**config.mk**
```make
export PLATFORM = sky130hd
export DESIGN_NAME = uart_serial_mode_control
export DESIGN_NICKNAME = d
export VERILOG_FILES = /design/src/rtl/uart_pkg.sv /design/src/rtl/uart_serial_mode_control.sv /design/src/rtl/uart_fifo.sv
export VERILOG_INCLUDE_DIRS = /design/src /design/src/rtl
export SDC_FILE = /design/constraint.sdc
export NUM_CORES = 1
export LEC_CHECK = 0
export ABC_AREA = 1
export ABC_CLOCK_PERIOD_IN_PS = 2800
export BUFFER_PORTS_ARGS = -buffer_cell sky130_fd_sc_hd__buf_2
export CORE_ASPECT_RATIO = 0.6
export CORE_MARGIN = 3
export CORE_UTILIZATION = 50
export CTS_BUF_LIST = sky130_fd_sc_hd__clkbuf_8
export DETAILED_ROUTE_END_ITERATION = 10
export PLACE_DENSITY_LB_ADDON = 0.3
export SKIP_LAST_GASP = 1
export SYNTH_ARGS = -nofsm -noshare
export SYNTH_HDL_FRONTEND = slang
export SYNTH_SLANG_ARGS = --single-unit
```
**constraint.sdc**
```tcl
create_clock -name pclk -period 2.8 [get_ports pclk]
set_input_delay 0.14 -clock pclk [delete_from_list [all_inputs] [get_ports pclk]]
set_output_delay 0.14 -clock pclk [all_outputs]
set_load 0.005 [all_outputs]
```
**src/rtl/uart_regs.svh**
```systemverilog
// Register offsets, field positions, reset values and bit-timing counts of the serial block.
`ifndef UART_REGS_SVH
`define UART_REGS_SVH
`define OFF_MODE 12'h000
`define OFF_STAT 12'h004
`define OFF_TXD 12'h008
`define OFF_RXD 12'h00c
`define OFF_DIV 12'h010
`define MODE_MASK 16'hbbff
`define MODE_RESET 16'h0000
`define DIV_RESET 16'h0000
`define B_ON 15
`define B_STOP_IDLE 13
`define B_INFRARED 12
`define B_RTS_MODE 11
`define B_PIN_USE 8
`define B_WAKE 7
`define B_LOOP 6
`define B_AUTO_BAUD 5
`define B_RX_INV 4
`define B_HIGH_BAUD 3
`define B_PARITY 1
`define B_STOP2 0
`define B_RX_EN 12
`define B_BREAK 11
`define B_TX_EN 10
`define B_TX_FULL 9
`define B_TX_EMPTY 8
`define B_ADDR_DET 5
`define B_RX_IDLE 4
`define B_PAR_ERR 3
`define B_FRAME_ERR 2
`define B_OVERRUN 1
`define B_RX_AVAIL 0
`define OVS_STD 4'hf
`define OVS_HIGH 4'h3
`define MID_STD 4'h7
`define MID_HIGH 4'h1
`define IR_W_STD 4'h3
`define IR_W_HIGH 4'h1
`define BREAK_LAST 4'hb
`define AB_SHIFT_STD 7
`define AB_SHIFT_HIGH 5
`define AB_LAST_FALL 3'h4
`define AB_WAIT 3'h6
`endif

```
**src/rtl/uart_pkg.sv**
```systemverilog
// State types shared by the serial block.
package uart_pkg;
  typedef enum logic [2:0] {TX_IDLE, TX_START, TX_DATA, TX_PAR, TX_STOP} tx_state_t;
  typedef enum logic [2:0] {RX_IDLE, RX_START, RX_DATA, RX_PAR, RX_STOP} rx_state_t;
endpackage : uart_pkg

```
**src/rtl/uart_serial_mode_control.sv**
```systemverilog
// Full-duplex asynchronous serial transmitter and receiver with an APB register file.
// Function
// - Transmit and receive simultaneously, 8 or 9 bits.
// - Format field picks data width and parity.
// - High baud selects 4x, else 16x oversampling.
// - Own 16-bit divider makes the oversampling tick.
// - Eight-entry transmit queue, sent in order.
// - Eight-entry receive queue, read in order.
// - Flag parity, framing and overrun errors.
// - Address mode: in nine-bit format, event only on ninth bit set.
// - Auto-baud measures a 0x55 character, self-clears.
// - Receive inversion makes low the idle level.
// - Disabled: pins released, logic held quiet.
// - Stop-in-idle halts the block in Idle.
// - Infrared encode and decode when enabled.
// - Request-to-send is simplex or flow control.
// - Pin-use field picks which pins are driven.
// - Start edge in Sleep raises wake event.
// - Loopback ties transmitter to receiver internally.
// - Baud clock pin shows the oversampling clock.
// - Break sends start, twelve zeros, stop; self-clears.
// - Overrun sticky; clearing it empties receiver.
//
// Chosen here: the register addresses and register access over APB.
`timescale 1ns/1ps
`include "uart_regs.svh"
module uart_serial_mode_control #(
  parameter int DEPTH = 8
) (
  // Clock and reset.
  input wire logic pclk,
  input wire logic presetn,
  // APB slave.
  input wire logic psel,
  input wire logic penable,
  input wire logic pwrite,
  input wire logic [11:0] paddr,
  input wire logic [31:0] pwdata,
  output logic [31:0] prdata,
  output logic pready,
  output logic pslverr,
  // Serial pins.
  input wire logic rx_in,
  input wire logic cts_n_in,
  output logic tx_out,
  output logic tx_oe,
  output logic rts_n_out,
  output logic rts_oe,
  output logic bclk_out,
  output logic bclk_oe,
  // Chip power state and events.
  input wire logic idle_mode,
  input wire logic sleep_mode,
  output logic rx_char_event,
  output logic wake_event
);
  typedef struct packed {
    logic [15:0] mode;
    logic rx_en;
    logic brk;
    logic tx_en;
    logic adden;
    logic ovr;
    logic [15:0] div;
    logic [31:0] rdata;
    logic [15:0] bcnt;
    logic tick;
    logic bclk;
    uart_pkg::tx_state_t tx_st;
    logic [3:0] tx_sub;
    logic [3:0] tx_bit;
    logic tx_stop2;
    logic [8:0] tx_sh;
    logic tx_par;
    logic tx_is_brk;
    logic tx_lvl;
    logic tx_line;
    logic rts_n;
    uart_pkg::rx_state_t rx_st;
    logic [3:0] rx_sub;
    logic [3:0] rx_bit;
    logic [8:0] rx_sh;
    logic rx_perr;
    logic rx_prev;
    logic [3:0] ir_cnt;
    logic [23:0] ab_cnt;
    logic [2:0] ab_fall;
    logic rx_ev;
    logic wake_ev;
  } core_t;

  core_t s;
  core_t next_s;
  logic on, run, ir, high, nine, par_en, odd, stop2, lp;
  logic [1:0] pin_use_select;
  logic [3:0] last, mid, irw, tx_nb, rx_nb;
  logic rx_lvl, fall, setup, acc, wr, mapped;
  logic gate_base, rx_fin, ovr_set, ovr_clr, ovr_clr_eff, trmt;
  logic tx_push, tx_pop, tx_flush, rx_push, rx_pop, rx_flush;
  logic tx_rd_valid, tx_wr_ready, rx_rd_valid, rx_wr_ready;
  logic [8:0] tx_rd_data;
  logic [10:0] rx_rd_data;
  logic [10:0] rx_push_data;
  logic [23:0] ab_quot;

  // Mode decode and oversampling counts.
  assign on = s.mode[`B_ON];
  assign run = on & ~(s.mode[`B_STOP_IDLE] & idle_mode);
  assign ir = s.mode[`B_INFRARED];
  assign high = s.mode[`B_HIGH_BAUD];
  assign pin_use_select = s.mode[`B_PIN_USE +: 2];
  assign lp = s.mode[`B_LOOP];
  assign nine = s.mode[`B_PARITY +: 2] == 2'b11;
  assign par_en = ^s.mode[`B_PARITY +: 2];
  assign odd = s.mode[`B_PARITY + 1];
  assign stop2 = s.mode[`B_STOP2];
  assign last = high ? `OVS_HIGH : `OVS_STD;
  assign mid = high ? `MID_HIGH : `MID_STD;
  assign irw = high ? `IR_W_HIGH : `IR_W_STD;
  assign tx_nb = s.tx_is_brk ? `BREAK_LAST : (nine ? 4'h8 : 4'h7);
  assign rx_nb = nine ? 4'h8 : 4'h7;

  // Receive level after loopback, infrared decode and polarity choice.
  assign rx_lvl = lp ? s.tx_lvl :
    (ir ? (s.ir_cnt == 4'h0) & ~rx_in :
    rx_in ^ s.mode[`B_RX_INV]);
  assign fall = s.rx_prev & ~rx_lvl;

  // Bus phases and address decode.
  assign setup = psel & ~penable;
  assign acc = psel & penable;
  assign wr = acc & pwrite;
  assign mapped = paddr == `OFF_MODE || paddr == `OFF_STAT || paddr == `OFF_TXD ||
    paddr == `OFF_RXD || paddr == `OFF_DIV;
  assign pready = 1'b1;
  assign pslverr = acc & ~mapped;
  assign prdata = s.rdata;

  // Queue traffic and the overrun clear, where a new overrun beats the clear.
  assign tx_push = wr & (paddr == `OFF_TXD) & s.tx_en;
  assign rx_pop = acc & ~pwrite & (paddr == `OFF_RXD);
  assign gate_base = on & s.rx_en & ~s.mode[`B_AUTO_BAUD] & (s.ab_fall != `AB_WAIT);
  assign rx_fin = gate_base & s.tick & (s.rx_st == uart_pkg::RX_STOP) & (s.rx_sub == last);
  assign ovr_set = rx_fin & ~rx_wr_ready;
  assign ovr_clr = wr & (paddr == `OFF_STAT) & ~pwdata[`B_OVERRUN] & s.ovr;
  assign ovr_clr_eff = ovr_clr & ~ovr_set;
  assign tx_flush = ~on | ~s.tx_en;
  assign rx_flush = ~on | ovr_clr_eff;
  assign rx_push_data = {s.rx_perr, ~rx_lvl, s.rx_sh};
  assign trmt = (s.tx_st == uart_pkg::TX_IDLE) & ~tx_rd_valid;
  assign ab_quot = high ? s.ab_cnt >> `AB_SHIFT_HIGH : s.ab_cnt >> `AB_SHIFT_STD;

  // Pins are driven only while enabled and selected.
  assign tx_oe = on & s.tx_en;
  assign rts_oe = on & ^pin_use_select;
  assign bclk_oe = on & (&pin_use_select);
  assign tx_out = s.tx_line;
  assign rts_n_out = s.rts_n;
  assign bclk_out = s.bclk;
  assign rx_char_event = s.rx_ev;
  assign wake_event = s.wake_ev;

  // Next-state logic for baud timing, both frame engines, auto-baud and registers.
  always_comb begin
    next_s = s;
    next_s.tick = 1'b0;
    next_s.rx_ev = 1'b0;
    next_s.wake_ev = 1'b0;
    tx_pop = 1'b0;
    rx_push = 1'b0;
    // Divider: one tick every div+1 cycles.
    if (!run) begin
      next_s.bcnt = 16'h0;
    end else if (s.bcnt >= s.div) begin
      next_s.bcnt = 16'h0;
      next_s.tick = 1'b1;
    end else begin
      next_s.bcnt = s.bcnt + 16'h1;
    end
    next_s.bclk = run & (s.bcnt > (s.div >> 1));
    // Transmit engine.
    if (!on || !s.tx_en) begin
      next_s.tx_st = uart_pkg::TX_IDLE;
      next_s.tx_lvl = 1'b1;
      next_s.tx_sub = 4'h0;
      next_s.tx_is_brk = 1'b0;
    end else if (s.tick) begin
      if (s.tx_st == uart_pkg::TX_IDLE) begin
        next_s.tx_sub = 4'h0;
        if (s.brk) begin
          next_s.tx_is_brk = 1'b1;
          next_s.tx_st = uart_pkg::TX_START;
          next_s.tx_lvl = 1'b0;
        end else if (tx_rd_valid && !(pin_use_select == 2'b10 && cts_n_in)) begin
          tx_pop = 1'b1;
          next_s.tx_sh = tx_rd_data;
          next_s.tx_par = ^tx_rd_data[7:0] ^ odd;
          next_s.tx_st = uart_pkg::TX_START;
          next_s.tx_lvl = 1'b0;
        end
      end else if (s.tx_sub != last) begin
        next_s.tx_sub = s.tx_sub + 4'h1;
      end else begin
        next_s.tx_sub = 4'h0;
        unique case (s.tx_st)
          uart_pkg::TX_START: begin
            next_s.tx_st = uart_pkg::TX_DATA;
            next_s.tx_bit = 4'h0;
            next_s.tx_lvl = s.tx_sh[0] & ~s.tx_is_brk;
          end
          uart_pkg::TX_DATA: begin
            if (s.tx_bit != tx_nb) begin
              next_s.tx_bit = s.tx_bit + 4'h1;
              next_s.tx_sh = s.tx_sh >> 1;
              next_s.tx_lvl = s.tx_sh[1] & ~s.tx_is_brk;
            end else if (par_en && !s.tx_is_brk) begin
              next_s.tx_st = uart_pkg::TX_PAR;
              next_s.tx_lvl = s.tx_par;
            end else begin
              next_s.tx_st = uart_pkg::TX_STOP;
              next_s.tx_lvl = 1'b1;
              next_s.tx_stop2 = stop2;
            end
          end
          uart_pkg::TX_PAR: begin
            next_s.tx_st = uart_pkg::TX_STOP;
            next_s.tx_lvl = 1'b1;
            next_s.tx_stop2 = stop2;
          end
          uart_pkg::TX_STOP: begin
            if (s.tx_stop2) begin
              next_s.tx_stop2 = 1'b0;
            end else begin
              next_s.tx_st = uart_pkg::TX_IDLE;
              if (s.tx_is_brk) begin
                next_s.tx_is_brk = 1'b0;
                next_s.brk = 1'b0;
              end
            end
          end
          uart_pkg::TX_IDLE: begin
            next_s.tx_sub = 4'h0;
          end
        endcase
      end
    end
    // Infrared encoder sends a short pulse for each zero bit.
    next_s.tx_line = ir ? (~next_s.tx_lvl & (next_s.tx_sub < irw)) : next_s.tx_lvl;
    // Infrared decoder stretches a pulse into one low bit time.
    if (rx_in && ir) begin
      next_s.ir_cnt = last;
    end else if (s.tick && s.ir_cnt != 4'h0) begin
      next_s.ir_cnt = s.ir_cnt - 4'h1;
    end
    // Receive engine.
    if (!gate_base || ovr_clr_eff) begin
      next_s.rx_st = uart_pkg::RX_IDLE;
      next_s.rx_sub = 4'h0;
    end else if (s.tick) begin
      if (s.rx_st == uart_pkg::RX_IDLE) begin
        if (!rx_lvl) begin
          next_s.rx_st = uart_pkg::RX_START;
          next_s.rx_sub = 4'h0;
        end
      end else if (s.rx_st == uart_pkg::RX_START) begin
        if (s.rx_sub != mid) begin
          next_s.rx_sub = s.rx_sub + 4'h1;
        end else if (rx_lvl) begin
          next_s.rx_st = uart_pkg::RX_IDLE;
        end else begin
          next_s.rx_st = uart_pkg::RX_DATA;
          next_s.rx_sub = 4'h0;
          next_s.rx_bit = 4'h0;
          next_s.rx_sh = 9'h000;
          next_s.rx_perr = 1'b0;
        end
      end else if (s.rx_sub != last) begin
        next_s.rx_sub = s.rx_sub + 4'h1;
      end else begin
        next_s.rx_sub = 4'h0;
        unique case (s.rx_st)
          uart_pkg::RX_DATA: begin
            next_s.rx_sh[s.rx_bit] = rx_lvl;
            if (s.rx_bit != rx_nb) begin
              next_s.rx_bit = s.rx_bit + 4'h1;
            end else if (par_en) begin
              next_s.rx_st = uart_pkg::RX_PAR;
            end else begin
              next_s.rx_st = uart_pkg::RX_STOP;
            end
          end
          uart_pkg::RX_PAR: begin
            next_s.rx_perr = rx_lvl ^ (^s.rx_sh[7:0]) ^ odd;
            next_s.rx_st = uart_pkg::RX_STOP;
          end
          uart_pkg::RX_STOP: begin
            next_s.rx_st = uart_pkg::RX_IDLE;
            rx_push = 1'b1;
            next_s.rx_ev = rx_wr_ready & (~(s.adden & nine) | s.rx_sh[8]);
          end
          uart_pkg::RX_IDLE, uart_pkg::RX_START: begin
            next_s.rx_st = uart_pkg::RX_IDLE;
          end
        endcase
      end
    end
    if (ovr_set) begin
      next_s.ovr = 1'b1;
    end
    // Auto-baud counts cycles over eight bit times of the sync character.
    if (s.ab_fall == `AB_WAIT) begin
      if (rx_lvl) begin
        next_s.ab_fall = 3'h0;
      end
    end else if (run && s.rx_en && s.mode[`B_AUTO_BAUD]) begin
      if (s.ab_fall != 3'h0) begin
        next_s.ab_cnt = s.ab_cnt + 24'h1;
      end
      if (fall) begin
        next_s.ab_fall = s.ab_fall + 3'h1;
        if (s.ab_fall == 3'h0) begin
          next_s.ab_cnt = 24'h1; // Starting at one spans the eight bit times exactly.
        end
        if (s.ab_fall == `AB_LAST_FALL) begin
          next_s.mode[`B_AUTO_BAUD] = 1'b0;
          next_s.div = (ab_quot[15:0] == 16'h0) ? 16'h0 : ab_quot[15:0] - 16'h1;
          next_s.ab_fall = `AB_WAIT;
        end
      end
    end else begin
      next_s.ab_fall = 3'h0;
    end
    next_s.rx_prev = rx_lvl;
    next_s.wake_ev = on & s.mode[`B_WAKE] & sleep_mode & fall;
    next_s.rts_n = s.mode[`B_RTS_MODE] ? trmt : ~rx_wr_ready;
    // Software writes land after hardware updates, so a software set wins.
    if (wr && paddr == `OFF_MODE) begin
      next_s.mode = pwdata[15:0] & `MODE_MASK;
    end
    if (wr && paddr == `OFF_STAT) begin
      next_s.rx_en = pwdata[`B_RX_EN];
      next_s.brk = pwdata[`B_BREAK];
      next_s.tx_en = pwdata[`B_TX_EN];
      next_s.adden = pwdata[`B_ADDR_DET];
    end
    if (ovr_clr_eff) begin
      next_s.ovr = 1'b0;
    end
    if (wr && paddr == `OFF_DIV) begin
      next_s.div = pwdata[15:0];
    end
    // Read data is captured in the setup cycle.
    if (setup) begin
      next_s.rdata = 32'h0;
      case (paddr)
        `OFF_MODE: next_s.rdata[15:0] = s.mode;
        `OFF_STAT: begin
          next_s.rdata[`B_RX_EN] = s.rx_en;
          next_s.rdata[`B_BREAK] = s.brk;
          next_s.rdata[`B_TX_EN] = s.tx_en;
          next_s.rdata[`B_TX_FULL] = ~tx_wr_ready;
          next_s.rdata[`B_TX_EMPTY] = trmt;
          next_s.rdata[`B_ADDR_DET] = s.adden;
          next_s.rdata[`B_RX_IDLE] = s.rx_st == uart_pkg::RX_IDLE;
          next_s.rdata[`B_PAR_ERR] = rx_rd_valid & rx_rd_data[10];
          next_s.rdata[`B_FRAME_ERR] = rx_rd_valid & rx_rd_data[9];
          next_s.rdata[`B_OVERRUN] = s.ovr;
          next_s.rdata[`B_RX_AVAIL] = rx_rd_valid;
        end
        `OFF_RXD: next_s.rdata[8:0] = rx_rd_data[8:0];
        `OFF_DIV: next_s.rdata[15:0] = s.div;
        default: next_s.rdata = 32'h0;
      endcase
    end
  end

  // State register.
  always_ff @(posedge pclk or negedge presetn) begin
    if (!presetn) begin
      s <= '0;
      s.tx_lvl <= 1'b1;
      s.tx_line <= 1'b1;
      s.rts_n <= 1'b1;
      s.rx_prev <= 1'b1;
    end else begin
      s <= next_s;
    end
  end

  // Transmit queue.
  uart_fifo #(.W(9), .DEPTH(DEPTH)) tx_q (
    .clk(pclk),
    .rst_n(presetn),
    .flush(tx_flush),
    .wr_valid(tx_push),
    .wr_ready(tx_wr_ready),
    .wr_data(pwdata[8:0]),
    .rd_valid(tx_rd_valid),
    .rd_ready(tx_pop),
    .rd_data(tx_rd_data)
  );

  // Receive queue holding parity error, framing error and nine data bits.
  uart_fifo #(.W(11), .DEPTH(DEPTH)) rx_q (
    .clk(pclk),
    .rst_n(presetn),
    .flush(rx_flush),
    .wr_valid(rx_push),
    .wr_ready(rx_wr_ready),
    .wr_data(rx_push_data),
    .rd_valid(rx_rd_valid),
    .rd_ready(rx_pop),
    .rd_data(rx_rd_data)
  );
endmodule : uart_serial_mode_control

```
**src/rtl/uart_fifo.sv**
```systemverilog
// Small first-in first-out queue with registered read data.
`timescale 1ns/1ps
module uart_fifo #(
  parameter int W = 9,
  parameter int DEPTH = 8
) (
  // Clock and reset.
  input wire logic clk,
  input wire logic rst_n,
  // Control.
  input wire logic flush,
  // Fill side.
  input wire logic wr_valid,
  output logic wr_ready,
  input wire logic [W-1:0] wr_data,
  // Drain side.
  output logic rd_valid,
  input wire logic rd_ready,
  output logic [W-1:0] rd_data
);
  localparam int AW = $clog2(DEPTH);
  localparam int CW = $clog2(DEPTH + 1);

  typedef struct packed {
    logic [DEPTH-1:0][W-1:0] mem;
    logic [AW-1:0] wptr;
    logic [AW-1:0] rptr;
    logic [CW-1:0] count;
    logic [W-1:0] rdata;
  } fifo_t;

  fifo_t s;
  fifo_t next_s;
  logic push;
  logic pop;

  // Full and empty come straight from the entry count.
  assign wr_ready = s.count != CW'(DEPTH);
  assign rd_valid = s.count != '0;
  assign rd_data = s.rdata;

  // Entries leave in the order they came in; flush wins over push and pop.
  always_comb begin
    next_s = s;
    push = wr_valid & wr_ready;
    pop = rd_ready & rd_valid;
    if (push) begin
      next_s.mem[s.wptr] = wr_data;
      next_s.wptr = s.wptr + 1'b1;
    end
    if (pop) begin
      next_s.rptr = s.rptr + 1'b1;
    end
    next_s.count = s.count + CW'(push) - CW'(pop);
    if (flush) begin
      next_s.wptr = '0;
      next_s.rptr = '0;
      next_s.count = '0;
    end
    next_s.rdata = next_s.mem[next_s.rptr];
  end

  // State register.
  always_ff @(posedge clk or negedge rst_n) begin
    if (!rst_n) begin
      s <= '0;
    end else begin
      s <= next_s;
    end
  end
endmodule : uart_fifo

```
==> impl_results.md <==
- Largest buffer count on any clock path: 3
- Largest net degree at the start of global routing: a little under 90
- Rel. slew slack: 50.1%
- Top-Level Pins: 95
- Cell with the most instances after synthesis: nand2_1
- H-tree depth: 2
- Skew-Pair Late Insertion Delay: between 600 and 700 ps
- Initial DRC Count: 2498
- Mapped Avg Cell Area: between 7 and 8 µm²
- F_max: 375 MHz
- Port-buffer cells: 61
- Post-synthesis sequential area ratio: 41.9%
- Routability Congestion: 0.935
- Nets: 3060
- Post-DP HPWL: 43200 µm
- Core area: 40800 µm²
- Mapped cell area: 20900 µm²
- Post-synth EDFFs: 0
- Hold slack: roughly 65 ps
- Max-slew violations: 0
- Vias in the first global route: 18.7k
- Drt pass-1 iters: 6
- Design Area, Final: 23200 µm²
- GRT Resource Usage Total: 27.8%
- CP Max Fanout: 23
- Row cnt: 57
- Synth cell types: 53
- Skew final: 24.2 ps
- Synth cell count leaders: 1048 x nand2_1, 345 x dfrtp_1, 308 x nand3_1
- Hold Vio Cnt, Final: 0
- Multi-input logic area: 10600 µm²
- Grt total ovfl: 0
- Hold depth: 6
- Cell Area, Placed: 21700 µm²
- Root buffer cell: clkbuf_8
- Max_cap viols: 0
- Gate Count Post-Synth: 2878
- Die area: 44300 µm²
- Reg2Reg Setup Slack: between 100 and 150 ps
- FILL cells: 3707
- Worst-path clk slew: 70 ps
- Register bit count reported by yosys: 349
- Final min period: 2670 ps
- CTS tree: yes
- Status: finished clean
- RR Startpoint: s[2]$_DFFE_PN0P_
- DRC viols: 0
- Total negative slack: 0 ps
- Synth-to-Final Area Change: 11.0%
- Unrepaired setup endpoints after global routing: yes
- Kind of critical path: register to register
- Die height: 164 µm
- Async S/R FF share, synth: between 90% and 100%
- Critical path capture point type: register
- CTS Sinks: about 350
- Top_reg_cell synth: dfrtp_1
- Initial antenna violation count: 1
- Pre-CTS WS: 155 ps
- Pwr dens: 447 nW/µm²
- Slew @ Worst Pin: 746 ps
- Leading area contributor after synthesis: dfrtp_1
- Crit path launch type: register
- Postcts setup bufs: 0
- Initial Util: slightly above 50%
- Die X: 270 µm
- Leakage: 0.0122 µW
- Reg2Reg Capture Point: rx_q.rd_data[3]$_DFF_PN0_
- Wire length per cell: 17.6 µm
- Final Cycle Share: 95.2%
- DR vias: about 20k
- Min-Delay Path Class: primary input to register
- First-pass GRT wire length: 99500 µm
- Final core utilization: 56.8%
- Share of cells above drive strength 1: 8.62%
- Critical hold path startpoint: psel
- Hold EP: prdata[10]$_DFFE_PN0P_
- Storage cell area: between 8000 and 9000 µm²
- CP required: about 3300 ps
- Yosys top cell area share: between 40% and 50%
- Syn. warnings: 0
- Routed Antenna Nets: 0
- Worst setup margin: 135 ps
- Max rail drop VDD: a little under 0.4 mV
- Worst R2R Path Depth: 15
- Crit path DAT: 3170 ps
- Via density: approximately 5.6
- DRT Wirelength: between 60000 and 70000 µm
- CTS Buf Count: 54
- Ranking of synthesized cells by area: dfrtp_1 41%, nand2_1 19%, nand3_1 7.4%, o21ai_0 5.0%, ha_1 4.1%
- Setup violators final: 0
## worst max-delay path: stages, from the launching register on
cell and delay (ps):
dfrtp_1 350, inv_1 90, ha_1 230, nand2_1 160, nand4_1 200, nor2_1 150
nand3_1 120, nand3_1 200, nand2_2 170, nor2_4 200, buf_12 210, nand3_1 90
nand3_1 150, nand2_1 80, nand2_1 70, nand2_1 70
## worst max path at each step
stage                            from                         to  cells past startpoint
finish               s[2]$_DFFE_PN0P_  rx_q.rd_data[3]$_DFF_PN0_                     15
global placement    s[29]$_DFFE_PN0P_         s[137]$_DFFE_PN0P_                     13
floorplan            high$_DFFE_PN0P_         s[135]$_DFFE_PN0P_                     13
CTS                 s[29]$_DFFE_PN0P_         s[136]$_DFFE_PN0P_                     13
detailed placement  s[29]$_DFFE_PN0P_         s[136]$_DFFE_PN0P_                     13
global route         s[2]$_DFFE_PN0P_  rx_q.rd_data[0]$_DFF_PN0_                     15
## power by group
group	internal [µW]	switching (µW)
Clock	2510	2190
Combinational	166	305
Sequential	5090	81.4
## logic make-up (layout without fill, tap and decap cells)
logic type,count (synthesis),in the layout,synth area share (%)
AOI/OAI and AO/OA,404,404,11.1
xor gates and xnor gates,70,70,2.94
adders and majority gates,70,70,4.27
buffers and inverters,385,473,7.96
DFF,349,349,41.9
muxes,1,1,0.0480
other,2,18,0.0360
and+or+nand+nor,1597,1597,31.8
## per-layer routing
| layer | routed length [µm] | global-route usage (%) |
|---|---|---|
| met1 | 28500 | 41.9 |
| met2 | 26100 | 40.2 |
| met3 | 6220 | 5.30 |
| met4 | 1400 | 8.57 |
| met5 | 0 | 0 |
## flip-flops by register name (all words and copies together), names as in the netlist
name and flops:
high 1, tx_q.rd_data 9, tx_q.s 82, prdata 16, rx_q.s 98, s 111, pin_use_select 2, bclk_out 1
rx_q.rd_data 11, on 1, rx_push_data 10, tx_out 1, ir 1, rts_n_out 1, rx_char_event 1, wake_event 1
lp 1, odd 1
## final cells by class
cell class	count	share of cell area (%)
tap	560	3.02
timing repair buffer	139	4.75
multi-input combinational	2159	45.6
clock buffer	76	4.51
antenna	1	0.0108
clock inverter	24	0.632
sequential	349	37.7
inverter	234	3.79
## per-stage QoR
step,std cells,total power [µW]
final,3542,10400
after global routing,3542,10700
after CTS,3540,10400
after detailed placement,3422,5720
after global placement,3422,5690
after floorplan,2893,5480
## layout by cell type, fill, tap and decap left out, types with 4 or more instances in the layout
cell	n
a21oi_1	54
buf_12	11
buf_2	60
buf_4	48
clkbuf_8	76
clkinv_2	10
conb_1	17
dfrtp_1	345
dfstp_2	4
dlygate4sd3_1	18
ha_1	68
inv_1	233
inv_2	8
nand2_1	1046
nand2_2	5
nand3_1	307
nand3_2	4
nand4_1	29
nor2_1	145
nor2_2	8
nor2_4	4
nor3_1	26
nor3b_1	4
nor4_1	8
o211ai_1	35
o21a_1	6
o21ai_0	207
o21ai_1	22
o21bai_1	15
o22ai_1	31
o31ai_1	12
or2_2	6
xnor2_1	29
xor2_1	41
## what timing repair did
action,4_1_cts,5_1_grt
endpoints found under the setup margin,0,39
hold buffers,18,0
gates resized for setup,0,6
hold endpoints to repair,173,0
Power figures use the tool's default switching activity.
